<file path="src/core/gfcs_regs.svh">
// register indices, reset values and counts for the pin function and clock sync block
`ifndef GFCS_REGS_SVH
`define GFCS_REGS_SVH
`define GFCS_REG_POLARITY 8'h00
`define GFCS_REG_SYNC_MODE 8'h01
`define GFCS_REG_WINDOW 8'h02
`define GFCS_REG_RAIL_EN 8'h03
`define GFCS_REG_GPO 8'h04
`define GFCS_REG_PG_DELAY 8'h05
`define GFCS_REG_PERIOD 8'h06
`define GFCS_REG_EXPECT 8'h07
`define GFCS_REG_FUNC0 8'h08
`define GFCS_REG_FUNC5 8'h0D
`define GFCS_REG_RAIL_GOOD 8'h10
`define GFCS_REG_CLK_STATUS 8'h11
`define GFCS_SYNC_USE_EXT 0
`define GFCS_SYNC_AUTO_BACK 1
`define GFCS_SYNC_MASTER 2
`define GFCS_SYNC_FOLLOWER 3
`define GFCS_POL_LOCK_MASK 6'h30
`define GFCS_POLARITY_RESET 6'h00
`define GFCS_SYNC_MODE_RESET 4'h0
`define GFCS_WINDOW_RESET 8'h05
`define GFCS_PG_DELAY_RESET 8'h00
`define GFCS_PERIOD_RESET 8'h40
`define GFCS_EXPECT_RESET 8'h80
`define GFCS_FUNC_RESET 8'h00
`define GFCS_MEAS_LAST 10'h3FF
`define GFCS_PCT_DIV 16'h0064
`define GFCS_CLKOUT_HALF 4'h3
`define GFCS_FAULT_COUNT 5'h12
`define GFCS_CODE_OUTPUT 8'h01
`define GFCS_CODE_EXT_CLK 8'h02
`define GFCS_CODE_CLK_OUT 8'h03
`define GFCS_CODE_SYNC_OUT 8'h04
`endif

</file>
<file path="src/core/gfcs_pkg.sv">
// types for the pin function and clock sync block
package gfcs_pkg;
    typedef enum logic [3:0] {
        GFCS_ST_BOOT = 4'b0001,
        GFCS_ST_SEARCH = 4'b0010,
        GFCS_ST_EXT = 4'b0100,
        GFCS_ST_INT = 4'b1000
    } gfcs_clk_state_t;
    typedef enum logic [2:0] {
        GFCS_PIN_INPUT, GFCS_PIN_OUTPUT, GFCS_PIN_EXT_CLK, GFCS_PIN_CLK_OUT,
        GFCS_PIN_SYNC_OUT, GFCS_PIN_RAIL_EN, GFCS_PIN_PGOOD, GFCS_PIN_FAULT
    } gfcs_pin_class_t;
endpackage : gfcs_pkg

</file>
<file path="src/core/gfcs_freq_det.sv">
// frequency detector: counts sampled clock edges over a fixed interval
`timescale 1ns/1ps
`include "gfcs_regs.svh"
module gfcs_freq_det (
    // clock and reset
    input wire logic core_clk,
    input wire logic sys_rst,
    // measurement control
    input wire logic run,
    input wire logic clk_sample,
    input wire logic [7:0] expect_edges,
    input wire logic [7:0] window_pct,
    // result
    output logic meas_done,
    output logic freq_ok
);
    logic [9:0] tick;
    logic [8:0] edges;
    logic prev;
    logic rise;
    logic [15:0] tol;
    logic [15:0] lo;
    logic [15:0] hi;

    function automatic logic [15:0] pct_of(input logic [7:0] e, input logic [7:0] p);
        pct_of = ({8'h00, e} * {8'h00, p}) / `GFCS_PCT_DIV;
    endfunction : pct_of

    assign rise = clk_sample & ~prev;
    assign tol = pct_of(expect_edges, window_pct);
    assign lo = ({8'h00, expect_edges} > tol) ? {8'h00, expect_edges} - tol : 16'h0000;
    assign hi = {8'h00, expect_edges} + tol;

    always_ff @(posedge core_clk) begin
        if (sys_rst) begin
            prev <= 1'b0;
        end else begin
            prev <= clk_sample;
        end
    end

    // no edges (with window_pct below 100 and expect_edges nonzero) or out-of-window count over one whole interval reads as not ok
    always_ff @(posedge core_clk) begin
        if (sys_rst || !run) begin
            tick <= 10'h000;
            edges <= 9'h000;
            meas_done <= 1'b0;
            freq_ok <= 1'b0;
        end else begin
            tick <= tick + 10'h001;
            meas_done <= 1'b0;
            if (tick == `GFCS_MEAS_LAST) begin
                meas_done <= 1'b1;
                freq_ok <= ({7'h00, edges} >= lo) && ({7'h00, edges} <= hi);
                edges <= 9'h000;
            end else if (rise && edges != 9'h1FF) begin
                edges <= edges + 9'h001;
            end
        end
    end
endmodule : gfcs_freq_det

</file>
<file path="src/core/gfcs_top.sv">
// pin function mapping, polarity, rail control and clock source selection
`timescale 1ns/1ps
`include "gfcs_regs.svh"
// Summary of operation
// - always start on the internal clock; consider the external source afterwards.
// - switch to external clock only when its measured frequency is inside the window.
// - no in-window clock found means staying on the internal clock.
// - with automatic switch back, a failing external clock returns to internal clock.
// - master drives clock and sync outputs on configured pins once configuration loaded.
// - follower runs internal during configuration load, then adopts the master clock.
// - four channels tick at quarter-period phase offsets within each period.
// - each pin's function comes from one-time bits or a serial-bus write.
// - six polarity bits invert pins 0 to 5 individually, inputs and outputs.
// - in serial-bus mode, writes to polarity bits 5 and 4 are ignored.
// - rail-enable pin turns its selected rails on when asserted, off otherwise.
// - rails may also be enabled and disabled by register writes.
// - power-good pin asserts only while all its mapped rails are good.
// - per-rail power-good information is readable in a status register.
// - fault pin shows exactly one selected fault or warning condition.
// - rail good needs in-bounds voltage; its delay starts after soft-start completes.
module gfcs_top
    import gfcs_pkg::*;
(
    // clock and reset
    input wire logic core_clk,
    input wire logic sys_rst,
    // register port from the serial-bus front end
    input wire logic reg_wr,
    input wire logic [7:0] reg_addr,
    input wire logic [7:0] reg_wdata,
    output logic [7:0] reg_rdata,
    input wire logic serial_bus_mode,
    // configuration memory
    input wire logic cfg_loaded,
    input wire logic otp_load,
    input wire logic [47:0] otp_func,
    input wire logic [5:0] otp_polarity,
    // pins
    input wire logic [5:0] pin_in,
    output logic [5:0] pin_out,
    output logic [5:0] pin_oe,
    // rails and protection
    input wire logic [4:0] rail_in_bounds,
    input wire logic [4:0] soft_start_done,
    input wire logic [17:0] fault_in,
    output logic [4:0] rail_en,
    // clocking
    output logic clk_use_ext,
    output logic [3:0] phase_tick
);
    gfcs_clk_state_t state;
    logic [5:0] pin_polarity_select;
    logic [3:0] sync_mode;
    logic [7:0] window_pct;
    logic [4:0] rail_en_reg;
    logic [5:0] gpo;
    logic [7:0] pg_delay;
    logic [7:0] period;
    logic [7:0] expect_edges;
    logic [7:0] pin_function_select [6];
    logic [4:0] rail_good_status;
    logic [7:0] pg_cnt [5];
    logic ext_fail;
    logic [7:0] ph_cnt;
    logic [3:0] div_cnt;
    logic clk_div;
    logic [5:0] pin_act;
    logic [5:0] next_out;
    logic [5:0] next_oe;
    logic [4:0] pin_rail_req;
    logic ext_sample;
    logic det_run;
    logic meas_done;
    logic freq_ok;
    logic use_ext;
    logic master_drive;
    logic pol_wr;
    logic [5:0] clkout_pins;

    function automatic gfcs_pin_class_t pin_class(input logic [7:0] code);
        if (code[7]) pin_class = GFCS_PIN_FAULT;
        else if (code[6]) pin_class = GFCS_PIN_PGOOD;
        else if (code[5]) pin_class = GFCS_PIN_RAIL_EN;
        else if (code == `GFCS_CODE_OUTPUT) pin_class = GFCS_PIN_OUTPUT;
        else if (code == `GFCS_CODE_EXT_CLK) pin_class = GFCS_PIN_EXT_CLK;
        else if (code == `GFCS_CODE_CLK_OUT) pin_class = GFCS_PIN_CLK_OUT;
        else if (code == `GFCS_CODE_SYNC_OUT) pin_class = GFCS_PIN_SYNC_OUT;
        else pin_class = GFCS_PIN_INPUT;
    endfunction : pin_class

    assign pin_act = pin_in ^ pin_polarity_select;
    assign use_ext = sync_mode[`GFCS_SYNC_USE_EXT] | sync_mode[`GFCS_SYNC_FOLLOWER];
    assign master_drive = sync_mode[`GFCS_SYNC_MASTER] & cfg_loaded;
    assign det_run = (state == GFCS_ST_SEARCH) || (state == GFCS_ST_EXT);
    assign pol_wr = reg_wr && reg_addr == `GFCS_REG_POLARITY;

    // register writes and one-time-bit load
    always_ff @(posedge core_clk) begin
        if (sys_rst) begin
            pin_polarity_select <= `GFCS_POLARITY_RESET;
            sync_mode <= `GFCS_SYNC_MODE_RESET;
            window_pct <= `GFCS_WINDOW_RESET;
            rail_en_reg <= 5'h00;
            gpo <= 6'h00;
            pg_delay <= `GFCS_PG_DELAY_RESET;
            period <= `GFCS_PERIOD_RESET;
            expect_edges <= `GFCS_EXPECT_RESET;
            for (int i = 0; i < 6; i++) pin_function_select[i] <= `GFCS_FUNC_RESET;
        end else if (otp_load) begin
            pin_polarity_select <= otp_polarity;
            for (int i = 0; i < 6; i++) pin_function_select[i] <= otp_func[i*8 +: 8];
        end else if (reg_wr) begin
            case (reg_addr)
                `GFCS_REG_POLARITY: begin
                    if (serial_bus_mode) begin
                        pin_polarity_select <= (pin_polarity_select & `GFCS_POL_LOCK_MASK)
                            | (reg_wdata[5:0] & ~`GFCS_POL_LOCK_MASK);
                    end else begin
                        pin_polarity_select <= reg_wdata[5:0];
                    end
                end
                `GFCS_REG_SYNC_MODE: sync_mode <= reg_wdata[3:0];
                `GFCS_REG_WINDOW: window_pct <= reg_wdata;
                `GFCS_REG_RAIL_EN: rail_en_reg <= reg_wdata[4:0];
                `GFCS_REG_GPO: gpo <= reg_wdata[5:0];
                `GFCS_REG_PG_DELAY: pg_delay <= reg_wdata;
                `GFCS_REG_PERIOD: period <= reg_wdata;
                `GFCS_REG_EXPECT: expect_edges <= reg_wdata;
                default: begin
                    if (reg_addr >= `GFCS_REG_FUNC0 && reg_addr <= `GFCS_REG_FUNC5) begin
                        pin_function_select[3'(reg_addr - `GFCS_REG_FUNC0)] <= reg_wdata;
                    end
                end
            endcase
        end
    end

    // read data, unmapped addresses read zero
    always_ff @(posedge core_clk) begin
        if (sys_rst) begin
            reg_rdata <= 8'h00;
        end else begin
            case (reg_addr)
                `GFCS_REG_POLARITY: reg_rdata <= {2'h0, pin_polarity_select};
                `GFCS_REG_SYNC_MODE: reg_rdata <= {4'h0, sync_mode};
                `GFCS_REG_WINDOW: reg_rdata <= window_pct;
                `GFCS_REG_RAIL_EN: reg_rdata <= {3'h0, rail_en_reg};
                `GFCS_REG_GPO: reg_rdata <= {2'h0, gpo};
                `GFCS_REG_PG_DELAY: reg_rdata <= pg_delay;
                `GFCS_REG_PERIOD: reg_rdata <= period;
                `GFCS_REG_EXPECT: reg_rdata <= expect_edges;
                `GFCS_REG_RAIL_GOOD: reg_rdata <= {3'h0, rail_good_status};
                `GFCS_REG_CLK_STATUS: reg_rdata <= {4'h0, ext_fail, clk_use_ext, det_run, cfg_loaded};
                default: begin
                    if (reg_addr >= `GFCS_REG_FUNC0 && reg_addr <= `GFCS_REG_FUNC5) begin
                        reg_rdata <= pin_function_select[3'(reg_addr - `GFCS_REG_FUNC0)];
                    end else begin
                        reg_rdata <= 8'h00;
                    end
                end
            endcase
        end
    end

    // external clock taken from whichever pins are set as clock input
    always_comb begin
        ext_sample = 1'b0;
        clkout_pins = 6'h00;
        for (int i = 0; i < 6; i++) begin
            if (pin_class(pin_function_select[i]) == GFCS_PIN_EXT_CLK) ext_sample = ext_sample | pin_act[i];
            if (pin_class(pin_function_select[i]) == GFCS_PIN_CLK_OUT) clkout_pins[i] = 1'b1;
        end
    end

    gfcs_freq_det u_freq_det (
        .core_clk(core_clk),
        .sys_rst(sys_rst),
        .run(det_run),
        .clk_sample(ext_sample),
        .expect_edges(expect_edges),
        .window_pct(window_pct),
        .meas_done(meas_done),
        .freq_ok(freq_ok)
    );

    // clock source selection
    always_ff @(posedge core_clk) begin
        if (sys_rst) begin
            state <= GFCS_ST_BOOT;
        end else begin
            case (state)
                GFCS_ST_BOOT: begin
                    if (cfg_loaded) state <= use_ext ? GFCS_ST_SEARCH : GFCS_ST_INT;
                end
                GFCS_ST_SEARCH: begin
                    if (meas_done && freq_ok) state <= GFCS_ST_EXT;
                end
                GFCS_ST_EXT: begin
                    if (meas_done && !freq_ok && sync_mode[`GFCS_SYNC_AUTO_BACK]) state <= GFCS_ST_INT;
                end
                GFCS_ST_INT: state <= GFCS_ST_INT;
                default: state <= GFCS_ST_BOOT;
            endcase
        end
    end

    assign clk_use_ext = (state == GFCS_ST_EXT);

    // sticky failure flag, write one to clear; a new failure wins
    always_ff @(posedge core_clk) begin
        if (sys_rst) begin
            ext_fail <= 1'b0;
        end else if (state == GFCS_ST_EXT && meas_done && !freq_ok) begin
            ext_fail <= 1'b1;
        end else if (reg_wr && reg_addr == `GFCS_REG_CLK_STATUS && reg_wdata[3]) begin
            ext_fail <= 1'b0;
        end
    end

    // channel phase ticks at quarter-period offsets
    always_ff @(posedge core_clk) begin
        if (sys_rst) begin
            ph_cnt <= 8'h00;
            phase_tick <= 4'h0;
        end else begin
            ph_cnt <= (ph_cnt >= period - 8'h01) ? 8'h00 : ph_cnt + 8'h01;
            for (int k = 0; k < 4; k++) begin
                phase_tick[k] <= (ph_cnt == 8'(k * {2'h0, period[7:2]}));
            end
        end
    end

    // master clock output divider
    always_ff @(posedge core_clk) begin
        if (sys_rst) begin
            div_cnt <= 4'h0;
            clk_div <= 1'b0;
        end else if (div_cnt == `GFCS_CLKOUT_HALF) begin
            div_cnt <= 4'h0;
            clk_div <= ~clk_div;
        end else begin
            div_cnt <= div_cnt + 4'h1;
        end
    end

    // per-rail good with delay started after soft-start
    always_ff @(posedge core_clk) begin
        if (sys_rst) begin
            rail_good_status <= 5'h00;
            for (int r = 0; r < 5; r++) pg_cnt[r] <= 8'h00;
        end else begin
            for (int r = 0; r < 5; r++) begin
                if (!(rail_in_bounds[r] && soft_start_done[r])) begin
                    pg_cnt[r] <= 8'h00;
                    rail_good_status[r] <= 1'b0;
                end else if (pg_cnt[r] >= pg_delay) begin
                    rail_good_status[r] <= 1'b1;
                end else begin
                    pg_cnt[r] <= pg_cnt[r] + 8'h01;
                end
            end
        end
    end

    // pin output functions, active high before polarity
    always_comb begin
        next_out = 6'h00;
        next_oe = 6'h00;
        pin_rail_req = 5'h00;
        for (int i = 0; i < 6; i++) begin
            case (pin_class(pin_function_select[i]))
                GFCS_PIN_OUTPUT: begin
                    next_out[i] = gpo[i];
                    next_oe[i] = 1'b1;
                end
                GFCS_PIN_CLK_OUT: begin
                    next_out[i] = clk_div;
                    next_oe[i] = master_drive;
                end
                GFCS_PIN_SYNC_OUT: begin
                    next_out[i] = phase_tick[0];
                    next_oe[i] = master_drive;
                end
                GFCS_PIN_RAIL_EN: begin
                    if (pin_act[i]) pin_rail_req = pin_rail_req | pin_function_select[i][4:0];
                end
                GFCS_PIN_PGOOD: begin
                    next_out[i] = &(rail_good_status | ~pin_function_select[i][4:0]);
                    next_oe[i] = 1'b1;
                end
                GFCS_PIN_FAULT: begin
                    if (pin_function_select[i][4:0] < `GFCS_FAULT_COUNT) begin
                        next_out[i] = fault_in[pin_function_select[i][4:0]];
                    end
                    next_oe[i] = 1'b1;
                end
                default: next_oe[i] = 1'b0;
            endcase
        end
    end

    always_ff @(posedge core_clk) begin
        if (sys_rst) begin
            pin_out <= 6'h00;
            pin_oe <= 6'h00;
            rail_en <= 5'h00;
        end else begin
            pin_out <= next_out ^ pin_polarity_select;
            pin_oe <= next_oe;
            rail_en <= rail_en_reg | pin_rail_req;
        end
    end

    a_boot_internal: assert property (@(posedge core_clk) disable iff (sys_rst)
        state == GFCS_ST_BOOT |-> !clk_use_ext) else $error("external clock used before boot done");
    a_switch_cause: assert property (@(posedge core_clk) disable iff (sys_rst)
        $rose(clk_use_ext) |-> $past(meas_done) && $past(freq_ok)) else $error("switch without in-window result");
    a_stay_internal: assert property (@(posedge core_clk) disable iff (sys_rst)
        state == GFCS_ST_SEARCH && meas_done && !freq_ok |=> !clk_use_ext) else $error("bad clock adopted");
    a_auto_back: assert property (@(posedge core_clk) disable iff (sys_rst)
        clk_use_ext && meas_done && !freq_ok && sync_mode[`GFCS_SYNC_AUTO_BACK] |=> !clk_use_ext && ext_fail)
        else $error("no switch back after clock failure");
    a_master_drive: assert property (@(posedge core_clk) disable iff (sys_rst)
        master_drive && |clkout_pins |=> |(pin_oe & $past(clkout_pins))) else $error("master clock pin not driven");
    a_follower_boot: assert property (@(posedge core_clk) disable iff (sys_rst)
        !cfg_loaded && $past(!cfg_loaded) |-> !clk_use_ext) else $error("external clock during config load");
    a_phase_onehot: assert property (@(posedge core_clk) disable iff (sys_rst)
        period >= 8'h04 && $stable(period) |-> $onehot0(phase_tick)) else $error("phase ticks overlap");
    a_pol_locked: assert property (@(posedge core_clk) disable iff (sys_rst)
        pol_wr && serial_bus_mode && !otp_load |=> $stable(pin_polarity_select[5:4])) else $error("locked polarity changed");
    a_good_cause: assert property (@(posedge core_clk) disable iff (sys_rst)
        (rail_good_status & ~$past(rail_in_bounds & soft_start_done)) == 5'h00) else $error("rail good without cause");
    a_rail_follow: assert property (@(posedge core_clk) disable iff (sys_rst)
        reg_wr && reg_addr == `GFCS_REG_RAIL_EN && !otp_load |=> ##1 (rail_en & $past(reg_wdata[4:0], 2)) == $past(reg_wdata[4:0], 2))
        else $error("rail enable write not applied");
endmodule : gfcs_top

</file>
<file path="config.mk">
export PLATFORM = sky130hd
export DESIGN_NAME = gfcs_top
export DESIGN_NICKNAME = d
export VERILOG_FILES = /design/src/core/gfcs_pkg.sv /design/src/core/gfcs_freq_det.sv /design/src/core/gfcs_top.sv
export VERILOG_INCLUDE_DIRS = /design/src /design/src/core
export SDC_FILE = /design/constraint.sdc
export NUM_CORES = 1
export LEC_CHECK = 0
export ABC_CLOCK_PERIOD_IN_PS = 20000
export BUFFER_PORTS_ARGS = -buffer_cell sky130_fd_sc_hd__clkbuf_2
export CORE_MARGIN = 5
export CORE_UTILIZATION = 43
export DETAILED_ROUTE_END_ITERATION = 7
export HOLD_SLACK_MARGIN = 0.06
export SYNTH_ARGS = -nofsm -noshare
export SYNTH_HDL_FRONTEND = slang
export SYNTH_SLANG_ARGS = --single-unit
</file>
<file path="constraint.sdc">
create_clock -name core_clk -period 20 [get_ports core_clk]
set_clock_uncertainty 0.1 [all_clocks]
set_input_delay 3 -clock core_clk [delete_from_list [all_inputs] [get_ports core_clk]]
set_output_delay 3 -clock core_clk [all_outputs]
set_load 0.005 [all_outputs]
</file>
==> key figures, run 1 <==
STA
  – Final hold vios: 0
  – Tightest Pin Transition: 1147 ps
  – Worst Slack Setup Final: 5803 ps
  – Peak Freq: 0.07044 GHz
  – Tcrit/Tclk final: 70.99%
  – Final Max Slew Viols: 0
  – Post-route minimum period: 14200 ps
  – Setup_tns: 0 ps
  – Final Setup Violations: 0
  – RSZ-0062 raised after global routing: false
  – Max transition margin: 23.34%

Global route
  – Grt peak-use layer: met2
  – Largest net degree at the start of global routing: 57
  – Grt met2 use: 38.34%
  – Vias in the first global route: 15.92k
  – GRT met1 Usage: 34.05%
  – First-pass GRT wire length: 92.25 mm
  – Initial antenna violation count: 1
  – Overflow after GRT: 0
  – GRT Total Usage: 24.30%
  – GR Util met3: 4.456%

Routing
  – Pre-Repair DR Iteration Count: 6
  – Vias: 16.37k
  – Final wirelength: 59.31 mm
  – Post-DR wirelength/cell: 21.68 um
  – DRC: 0
  – Final ANT Viol Nets: 0
  – First-iteration detailed-routing DRC count: 1912
  – Via density: 5.981

Synth
  – Most frequent cells after synthesis: 229 x nor2_1, 142 x ha_1, 129 x nand2_1, 127 x dfxtp_1, 118 x a21oi_1
  – Top_reg_cell synth: dfxtp_1
  – Synth top area share: 16.57%
  – Async S/R FF share, synth: 0%
  – Synth Warn #: 0
  – Syn Inst Count: 2021
  – Xor and xnor fraction of the mapped netlist area: 6.644%
  – Post-Syn Area per Cell: 9.327 um2
  – Compound-Gate Fraction of Synth Area: 17.06%
  – Main combinational cell family by area after synthesis: simple AND/OR/NAND/NOR gates
  – Post-synthesis cell area: 18850 um2
  – Adder-cell area share of the yosys netlist: 13.85%
  – Simple logic cell fraction of the synthesized area: 18.63%
  – Sequential fraction of the synthesis area: 30.05%
  – Top cells by area, synth: edfxtp_1 17%, dfxtp_1 13%, ha_1 9.4%
  – Flops & latches, synth: 231
  – Cell with the most instances after synthesis: nor2_1
  – Multiplexer area fraction after synthesis: 9.711%
  – Count of different cell masters after synthesis: 105
  – Largest area contributor in the synthesized netlist: edfxtp_1
  – Post-synth EDFFs: 104

Clock network
  – H-tree levels: 1
  – CTS tree: yes
  – Clock sinks: 231
  – Clock transition at path regs: 60 ps
  – Gates resized, CTS repair: 0
  – Root buf cell: clkbuf_16
  – Skew-Pair Late Insertion Delay: 580 ps
  – Setup repair bufs after CTS: 0
  – Post-CTS Hold Buffers: 0
  – CTS Buffer Depth: 3
  – Total CTS buffers: 27

Floorplan
  – Die area: 48130 um2
  – Initial Utilization: 43.57%
  – Row count: 76
  – Die H: 219.4 um
  – Top Ports: 140
  – Core Footprint: 43270 um2
  – DIE WIDTH: 219.4 um

Outcome
  – Outcome: finished clean

Layout
  – Top Registers: pin_function_select x64, pg_cnt x40
  – Share of cells above drive strength 1: 14.19%
  – Final Util: 48.33%
  – Filler Cells Inserted: 4129
  – P&R area growth vs syn: 10.94%
  – Biggest register: pin_function_select
  – Largest register FFs: 64
  – NumNets Final: 2420

Power and ir drop
  – Internal: 867.0 uW
  – Clk pwr share: 39.8%
  – Switching Share: 28.30%
  – Combinational Power Share: 13.9%
  – Pwr dens: 57.82 nW/um2
  – Max VDD drop: 0.00005996 V
  – P_sw: 342.2 uW
  – Leak: 0.008632 uW
  – Design Power: 1209 uW
  – Share of power burned in registers: 46.4%

Place
  – Worst slack at placement: 5905 ps
  – Post-detail-place hpwl: 44.55 mm
  – Port buffer count: 139
  – GP Congestion: 0.9456

Flow run
  – Max_cap viols: 0

Critical path
  – CP max FO: 18
  – Req. time, crit path: 20340 ps
  – Setup CP Type: reg -> reg
  – Worst setup SP type: register
  – CP arrival: 14540 ps
  – Worst path most repeated cell: a21oi_1
  – Worst setup EP type: register
  – Max incr delay on CP: 680 ps
  – Crit path max-delay cell type: xnor2_2

Worst hold path
  – Hold WC Path Type: reg -> reg
-- critical path: cells and delay by family (launching register included) --
family	cells	cell delay (ps)
xor+xnor	1	680
simple gates	18	2350
compound gates	25	6160
fa+ha+maj	9	3580
flops	1	670
buf+inv	4	220
mux	1	300
-- logic make-up (layout without fill, tap and decap cells) --
logic type                 Yosys count  after routing
muxes                              119            119
adders and majority gates          186            186
AOI/OAI and AO/OA                  442            442
and+or+nand+nor                    716            716
buffers and inverters              194            308
other                                2             18
xor gates and xnor gates           131            131
DFF                                231            231
-- routing by layer --
metal / vias to the layer above / routed length, um / share of wire (%)
li1: 7591 / - / -
met5: - / 0 / 0
met3: 115 / 4908 / 8.3
met4: 0 / 1936 / 3.3
met1: 7973 / 26010 / 44
met2: 686 / 26450 / 45
-- power by group through the flow --
| stage | clock, uW | combinational (uW) | sequential (uW) |
|---|---|---|---|
| after floorplan | 0 | 118 | 545 |
| after global placement | 0 | 163 | 567 |
| after detailed placement | 0 | 165 | 568 |
| after CTS | 488 | 166 | 558 |
| after global routing | 507 | 184 | 562 |
| final | 481 | 168 | 561 |
-- cell type report --
cell class                      instances  area, um2  share of cell area [%]
Antenna cell                            1      2.502                 0.01197
Clock buffer                           40      744.5                   3.560
Clock inverter                         10      95.09                  0.4547
Inverter                              112      422.9                   2.022
Multi-Input combinational cell       1611      12500                   59.77
Sequential cell                       231       5665                   27.09
Tap cell                              585      732.0                   3.500
Timing Repair Buffer                  146      750.7                   3.590
-- cell usage in the layout, fill, tap and decap left out, types with 9 or more instances in the layout --
cell type | synthesis | final
a211oi_1 | 10 | 10
a21o_1 | 17 | 17
a21oi_1 | 118 | 118
a221oi_1 | 13 | 13
a22o_1 | 51 | 51
a22oi_1 | 10 | 10
a31oi_1 | 15 | 15
and2_1 | 62 | 62
and3_1 | 18 | 18
clkbuf_1 | 64 | 11
clkbuf_16 | 0 | 27
clkbuf_2 | 0 | 138
conb_1 | 2 | 17
dfxtp_1 | 127 | 127
edfxtp_1 | 104 | 104
fa_1 | 39 | 39
ha_1 | 142 | 142
inv_1 | 109 | 109
mux2i_1 | 60 | 60
mux4_2 | 49 | 49
nand2_1 | 129 | 129
nand2b_1 | 31 | 31
nand3_1 | 85 | 85
nand3b_1 | 16 | 16
nand4_1 | 9 | 9
nor2_1 | 229 | 229
nor2b_1 | 23 | 22
nor3_1 | 38 | 38
nor4_1 | 25 | 25
o211ai_1 | 10 | 10
o21ai_0 | 65 | 65
o21bai_1 | 16 | 16
or2_2 | 12 | 12
or3_1 | 13 | 13
xnor2_1 | 58 | 58
xor2_1 | 65 | 65
-- stage by stage --
| step | std cells | area (um2) | hold slack [ps] |
|---|---|---|---|
| CTS | 2735 | 20910 | 355.3 |
| floorplan | 2036 | 18910 | 327.7 |
| global route | 2736 | 20910 | 366.7 |
| finish | 2736 | 20910 | 351.5 |
| detailed placement | 2685 | 20070 | 346.7 |
| global placement | 2685 | 20070 | 338.1 |
-- worst paths after layout --
path | slack [ps] | cells past startpoint | end | startpoint
max | 5800 | 58 | u_freq_det.freq_ok$_SDFFE_PP0P_ | expect_edges[1]$_SDFFE_PP0P_
min | 350 | 1 | div_cnt[0]$_SDFF_PP0_ | div_cnt[0]$_SDFF_PP0_
max reg2reg | 5800 | 58 | u_freq_det.freq_ok$_SDFFE_PP0P_ | expect_edges[1]$_SDFFE_PP0P_
min reg2reg | 350 | 1 | div_cnt[0]$_SDFF_PP0_ | div_cnt[0]$_SDFF_PP0_
Note: power is estimated with default switching activity, not from simulation.
==> run 2: changes to the inputs <==
- ABC_AREA: not set -> 1
- ABC_CLOCK_PERIOD_IN_PS: 20000 -> 14200
- clock period: 20 -> 14.2 ns (I/O delays scaled with it)
==> run 2 against run 1 <==
  * The flow now finishes with violations (DRC)
  * Sequential cell count unchanged
  * Final area shrank 1.5%
  * Via count increased by 12%
  * First-iteration DRC count is 16% lower
  * Critical path type unchanged
==> key figures, run 2 <==
STA
  – Final hold vios: 0 (unchanged)
  – Setup_tns: 0 ps (unchanged)
  – Peak Freq: 0.08302 GHz (+18%)
  – Worst Slack Setup Final: 2155 ps (-3648 ps)
  – Tightest Pin Transition: 1137 ps (-10.40 ps)
  – Final Max Slew Viols: 0 (unchanged)
  – RSZ-0062 raised after global routing: false
  – Final Setup Violations: 0 (unchanged)
  – Tcrit/Tclk final: 84.82% (+14 points)
  – Max transition margin: 23.24% (-0.11 points)
  – Post-route minimum period: 12050 ps (-2152 ps)

Synth
  – Async S/R FF share, synth: 0% (unchanged)
  – Flops & latches, synth: 231 (unchanged)
  – Post-Syn Area per Cell: 7.294 um2 (-22%)
  – Post-synthesis cell area: 18510 um2 (-1.8%)
  – Synth Warn #: 0 (unchanged)
  – Most frequent cells after synthesis: 439 x nand2_1, 427 x inv_1, 203 x nor2_1, 187 x o21ai_0, 170 x nand3_1
  – Syn Inst Count: 2537 (+26%)
  – Cell with the most instances after synthesis: nand2_1
  – Post-synth EDFFs: 104 (unchanged)
  – Largest area contributor in the synthesized netlist: edfxtp_1
  – Top cells by area, synth: edfxtp_1 17%, dfxtp_1 14%, ha_1 9.6%
  – Top_reg_cell synth: dfxtp_1
  – Count of different cell masters after synthesis: 62 (-41%)
  – Synth top area share: 16.88% (+0.31 points)
  – Sequential fraction of the synthesis area: 30.62% (+0.56 points)

Critical path
  – Critical path capture point: u_freq_det.freq_ok$_SDFFE_PP0P_
  – CP delay by family, top: simple AND/OR/NAND/NOR gates
  – R2R depth: 80 (+38%)
  – CP max FO: 14 (-4)
  – Worst R2R Start: expect_edges[1]$_SDFFE_PP0P_
  – Setup CP Type: reg -> reg
  – Worst setup EP type: register
  – Worst Setup SP: expect_edges[1]$_SDFFE_PP0P_
  – Worst path most repeated cell: nand2_1
  – Crit path max-delay cell type: dfxtp_1
  – Worst setup SP type: register
  – RR Endpoint: u_freq_det.freq_ok$_SDFFE_PP0P_
  – Req. time, crit path: 14550 ps (-5790 ps)
  – Crit path buf inv count: 12 (+8)
  – R2r setup slk: 2150 ps (-3650 ps)
  – CP arrival: 12390 ps (-2150 ps)
  – Max incr delay on CP: 740 ps (+60 ps)
  – Crit path depth: 80 (+38%)

Place
  – Worst slack at placement: 2343 ps (-3561 ps)
  – GP Congestion: 1.003 (+6.0%)
  – Port buffer count: 139 (unchanged)
  – Post-detail-place hpwl: 50.26 mm (+13%)
  – Dpl cells: 3180 (+18%)

Global route
  – Vias in the first global route: 17.21k (+8.1%)
  – GR Util met3: 4.248% (-0.21 points)
  – First-pass GRT wire length: 98.39 mm (+6.7%)
  – GRT met1 Usage: 36.94% (+2.9 points)
  – Overflow after GRT: 0 (unchanged)
  – GRT Total Usage: 26.19% (+1.9 points)
  – Grt peak-use layer: met2
  – Largest net degree at the start of global routing: 87 (+53%)
  – Initial antenna violation count: 1 (unchanged)
  – Grt met2 use: 41.50% (+3.2 points)

Clock network
  – Skew-Pair Late Insertion Delay: 590 ps (about the same)
  – Post-CTS Hold Buffers: 0 (unchanged)
  – Clock transition at path regs: 60 ps (about the same)
  – Total CTS buffers: 27 (unchanged)
  – CTS Buffer Depth: 3 (unchanged)
  – CTS tree: yes
  – Gates resized, CTS repair: 0 (unchanged)
  – Root buf cell: clkbuf_16
  – H-tree levels: 1 (unchanged)
  – Clock sinks: 231 (unchanged)
  – Setup repair bufs after CTS: 0 (unchanged)

Routing
  – Pre-Repair DR Iteration Count: 8 (+2)
  – Vias: 18.29k (+12%)
  – Via density: 5.663 (-5.3%)
  – First-iteration detailed-routing DRC count: 1608 (-16%)
  – DRC: 1 (+1)
  – Post-DR wirelength/cell: 19.79 um (-8.7%)
  – Final wirelength: 63.89 mm (+7.7%)
  – Final ANT Viol Nets: 0 (unchanged)

Power and ir drop
  – Max VDD drop: 0.00009162 V (+53%)
  – Pwr dens: 84.60 nW/um2 (+46%)
  – Leak: 0.009665 uW (+12%)

Floorplan
  – DIE WIDTH: 217.5 um (-0.88%)
  – Die H: 217.5 um (-0.88%)
  – Initial Utilization: 43.25% (-0.32 points)
  – Die area: 47280 um2 (-1.7%)
  – Top Ports: 140 (unchanged)
  – Core Footprint: 42790 um2 (-1.1%)
  – Row count: 76 (unchanged)

Layout
  – Biggest register: pin_function_select
  – Filler Cells Inserted: 4302 (+4.2%)
  – Final Util: 48.11% (-0.22 points)
  – Share of cells above drive strength 1: 10.25% (-3.9 points)
  – ANT cells: 0 (-1)
  – Largest register FFs: 64 (unchanged)
  – FF/Latch Area: 5665 um2 (unchanged)
  – Commonest non-fill, non-tap cells in the layout: 439 x nand2_1, 426 x inv_1, 203 x nor2_1
  – Most common cell after layout, fill and taps aside: nand2_1
  – NumNets Final: 2954 (+22%)
  – P&R area growth vs syn: 11.26%
  – Top Registers: pin_function_select x64, pg_cnt x40
  – Fin cells: 3229 (+18%)
  – Multi-input logic area: 10980 um2 (-12%)

Outcome
  – Failing checks: DRC
  – Outcome: complete, but fails checks

Flow run
  – Max_cap viols: 0 (unchanged)

Worst hold path
  – Hold WC Path Type: reg -> reg
run 2: cells by family (layout without fill, tap and decap cells):
kind of cell | count (synthesis) | in the layout | share of synthesized area [%]
flops | 231 | 231 | 30.62
simple gates | 1004 | 1004 | 24.79
other cells | 2 | 17 | 0.04058
fa+ha+maj | 181 | 181 | 13.82
compound gates | 546 | 546 | 17.37
buf+inv | 510 | 641 | 10.34
xor+xnor | 63 | 63 | 3.022
run 2: stage by stage:
stage | hold WS (ps) | power, uW | cell area, um2
floorplan | 317.5 | 956.2 | 18560
global placement | 331.0 | 1067 | 19750
finish | 350.0 | 1742 | 20590
detailed placement | 344.1 | 1071 | 19750
global route | 383.6 | 1816 | 20590
CTS | 352.9 | 1745 | 20590
run 2: report_power, final:
part	total [uW]	internal, uW	switching [uW]
registers	780	733	46.7
clock network	676	372	304
logic	287	98.1	189
total	1740	1200	539
run 2: area by class of cell:
cell class	instances	share of cell area, %
Clock inverter	14	0.4983
Timing Repair Buffer	144	3.561
Tap cell	546	3.318
Inverter	448	8.174
Clock buffer	35	3.592
Sequential cell	231	27.52
Multi-Input combinational cell	1811	53.34
run 2: how the worst min path moves through the flow:
stage / cells past startpoint / endpoint / startpoint / slack, ps
final: 1 / div_cnt[0]$_SDFF_PP0_ / div_cnt[0]$_SDFF_PP0_ / 350
after global routing: 1 / div_cnt[0]$_SDFF_PP0_ / div_cnt[0]$_SDFF_PP0_ / 380
after CTS: 1 / div_cnt[0]$_SDFF_PP0_ / div_cnt[0]$_SDFF_PP0_ / 350
after detailed placement: 1 / div_cnt[0]$_SDFF_PP0_ / div_cnt[0]$_SDFF_PP0_ / 340
after global placement: 1 / div_cnt[0]$_SDFF_PP0_ / div_cnt[0]$_SDFF_PP0_ / 330
after floorplan: 1 / div_cnt[0]$_SDFF_PP0_ / div_cnt[0]$_SDFF_PP0_ / 320
run 2: routing by layer:
metal  up-vias  wire [um]
met5         -          0
met4         0       2282
met3       133       4860
met2       735      27940
met1      8591      28810
li1       8827          -
==> run 3: changes to the inputs <==
- ABC_AREA: 1 -> 0
- ABC_CLOCK_PERIOD_IN_PS: 14200 -> 11350
- clock period: 14.2 -> 11.35 ns (I/O delays scaled with it)
==> run 3 against run 2 <==
  * The run ends with setup timing left
  * Maximum frequency decreased by 0.17%
  * Non-clock buffer count increased by 219
  * Final area increased by 12%
  * Sequential power increased by 27%
  * Die area increased by 1.8%
  * First-iteration DRC count increased by 8.3%
  * Critical path depth decreased by 18
  * Core utilization increased by 5.3 points
  * Sequential cell count unchanged
  * Power increased by 22%
==> key figures, run 3 (same netlist as run 1, synthesis figures left out) <==
Routing
  – Final ANT Viol Nets: 0 (unchanged)
  – Final wirelength: 59.98 mm (-6.1%)
  – DRC: 0 (-1)
  – Vias: 17.01k (-7.0%)
  – Pre-Repair DR Iteration Count: 8 (unchanged)
  – First-iteration detailed-routing DRC count: 1742 (+8.3%)
  – Via density: 5.768 (+1.9%)
  – Post-DR wirelength/cell: 20.34 um (+2.8%)

Global route
  – Initial antenna violation count: 1 (unchanged)
  – Largest net degree at the start of global routing: 57 (-34%)
  – GRT Total Usage: 24.53% (-1.7 points)
  – Vias in the first global route: 16.91k (-1.8%)
  – First-pass GRT wire length: 94.16 mm (-4.3%)
  – Overflow after GRT: 0 (unchanged)

STA
  – Peak Freq: 0.08288 GHz (-0.17%)
  – Max transition margin: 20.51% (-2.7 points)
  – Final hold slack: 363.5 ps (+13.45 ps)
  – Final hold vios: 0 (unchanged)
  – Setup_tns: -716.0 ps (-716.0 ps)
  – Tcrit/Tclk final: 106.3% (+21 points)
  – Post-route minimum period: 12070 ps (+20.92 ps)
  – Final Max Slew Viols: 0 (unchanged)
  – Tightest Pin Transition: 1190 ps (+52.82 ps)
  – RSZ-0062 raised after global routing: true
  – Worst Slack Setup Final: -716.0 ps (-2871 ps)
  – Final Setup Violations: 1 (+1)

Outcome
  – Failing checks: setup timing
  – Outcome: complete, but fails checks

Critical path
  – R2r setup slk: -720 ps (-2870 ps)
  – Worst Setup SP: expect_edges[3]$_SDFFE_PP0P_
  – Crit path max-delay cell type: fa_1
  – Max incr delay on CP: 560 ps (-180 ps)
  – Worst R2R Start: expect_edges[3]$_SDFFE_PP0P_
  – CP max FO: 7 (-7)
  – CP delay by family, top: compound AO/OA/AOI/OAI gates
  – RR Endpoint: u_freq_det.freq_ok$_SDFFE_PP0P_
  – Crit path buf inv count: 8 (-4)
  – CP arrival: 12370 ps (-20 ps)
  – R2R depth: 62 (-23%)
  – Req. time, crit path: 11650 ps (-2900 ps)
  – Worst setup SP type: register
  – Worst setup EP type: register
  – Worst path most repeated cell: nor2_1
  – Setup CP Type: reg -> reg

Clock network
  – Total CTS buffers: 25 (-7.4%)
  – CTS tree: yes
  – H-tree levels: 1 (unchanged)
  – Skew-Pair Late Insertion Delay: 540 ps (-50 ps)
  – CTS Buffer Depth: 3 (unchanged)
  – Root buf cell: clkbuf_16
  – Clock transition at path regs: 60 ps (about the same)
  – Clock sinks: 231 (unchanged)

Layout
  – Top Registers: pin_function_select x64, pg_cnt x40
  – Most common cell after layout, fill and taps aside: nor2_1
  – P&R area growth vs syn: 22.54%
  – Biggest register: pin_function_select
  – Commonest non-fill, non-tap cells in the layout: 227 x nor2_1, 221 x buf_4, 138 x clkbuf_2
  – Final Util: 53.39% (+5.3 points)
  – Fin cells: 2949 (-8.7%)
  – NumNets Final: 2636 (-11%)
  – Share of cells above drive strength 1: 25.38% (+15 points)
  – Largest register FFs: 64 (unchanged)
  – ANT cells: 0 (unchanged)

Flow run
  – Max_cap viols: 0 (unchanged)

Place
  – Post-detail-place hpwl: 45.75 mm (-9.0%)
  – Dpl cells: 2881 (-9.4%)
  – Port buffer count: 139 (unchanged)
  – GP Congestion: 0.9396 (-6.3%)

Floorplan
  – Initial Utilization: 43.57% (+0.32 points)
  – Core Footprint: 43270 um2 (+1.1%)
  – DIE WIDTH: 219.4 um (+0.89%)
  – Top Ports: 140 (unchanged)
  – Row count: 76 (unchanged)
  – Die H: 219.4 um (+0.89%)
  – Die area: 48130 um2 (+1.8%)

Power and ir drop
  – Leak: 0.009772 uW (+1.1%)
  – Max VDD drop: 0.0001071 V (+17%)
  – Design Power: 2132 uW (+22%)
  – Pwr dens: 92.32 nW/um2 (+9.1%)

Worst hold path
  – HP Start: pg_delay[6]$_SDFFE_PP0P_
  – Worst hold path depth: 2 (+1)
  – Hold worst-path end: pg_delay[6]$_SDFFE_PP0P_
  – Hold WC Path Type: reg -> reg
-- run 3: changes by cell type in the layout (fill, tap and decap cells not counted), sizes merged, moves of 28 or more --
cell / change
o21ai: -123
nand3: -88
a22o: +51
o22ai: -61
mux4: +49
and2: +61
nand4: -53
buf: +220
inv: -333
a21oi: -28
xnor2: +42
nand2b: +31
nand2: -346
mux2i: +62
-- run 3: through the flow --
| step | cell area, um2 | worst slack [ps] |
|---|---|---|
| floorplan | 19060 | -446.0 |
| global placement | 21660 | -692.1 |
| detailed placement | 21660 | -1094 |
| CTS | 22780 | -625.1 |
| global route | 23100 | -1360 |
| finish | 23100 | -716.0 |
-- run 3: worst max path at each step --
stage,end,slack (ps),cells after the start
2_1_floorplan,u_freq_det.freq_ok$_SDFFE_PP0P_,-450,60
3_3_place_gp,u_freq_det.freq_ok$_SDFFE_PP0P_,-690,58
3_5_place_dp,u_freq_det.freq_ok$_SDFFE_PP0P_,-1090,63
4_1_cts,u_freq_det.freq_ok$_SDFFE_PP0P_,-630,62
5_1_grt,u_freq_det.freq_ok$_SDFFE_PP0P_,-1360,61
6_report,u_freq_det.freq_ok$_SDFFE_PP0P_,-720,62
-- run 3: worst reg2reg max path: cells and delay by family (launching register included) --
| kind | cells | cell delay, ps |
|---|---|---|
| XOR/XNOR | 1 | 180 |
| AND/OR/NAND/NOR | 16 | 1750 |
| buffers and inverters | 8 | 920 |
| flip-flops | 1 | 370 |
| AO/OA/AOI/OAI | 26 | 4500 |
| adder cells (fa/ha/maj) | 10 | 3910 |
| multiplexers | 1 | 210 |
-- run 3: layer usage --
metal	share of wire [%]	up-vias	wire length, um	GRT usage [%]
li1	-	8016	-	-
met1	44	8231	26140	34.14
met2	45	647	27190	39.19
met3	8.3	115	5002	5.352
met4	2.7	2	1631	5.820
met5	0.022	-	13	0
-- run 3: final cells by class --
type / count / area (um2)
Sequential cell: 231 / 5688
Inverter: 112 / 422.9
Timing Repair Buffer: 363 / 2395
Multi-Input combinational cell: 1612 / 13030
Fill cell: 3965 / 20170
Clock buffer: 36 / 709.4
Clock inverter: 10 / 126.4
Tap cell: 585 / 732.0
-- run 3: power breakdown --
| part | total [uW] | internal (uW) | switching [uW] |
|---|---|---|---|
| clock | 848 | 503 | 345 |
| combinational | 298 | 137 | 161 |
| sequential | 987 | 914 | 73.3 |
| total | 2130 | 1550 | 579 |
-- run 3: repair_timing --
action                     CTS  global route
resized for setup           42            53
hold buffers                 0             0
cloned                       1             0
setup endpoints to repair    1             1
pin swaps                   27            23
buffers inserted            13             8
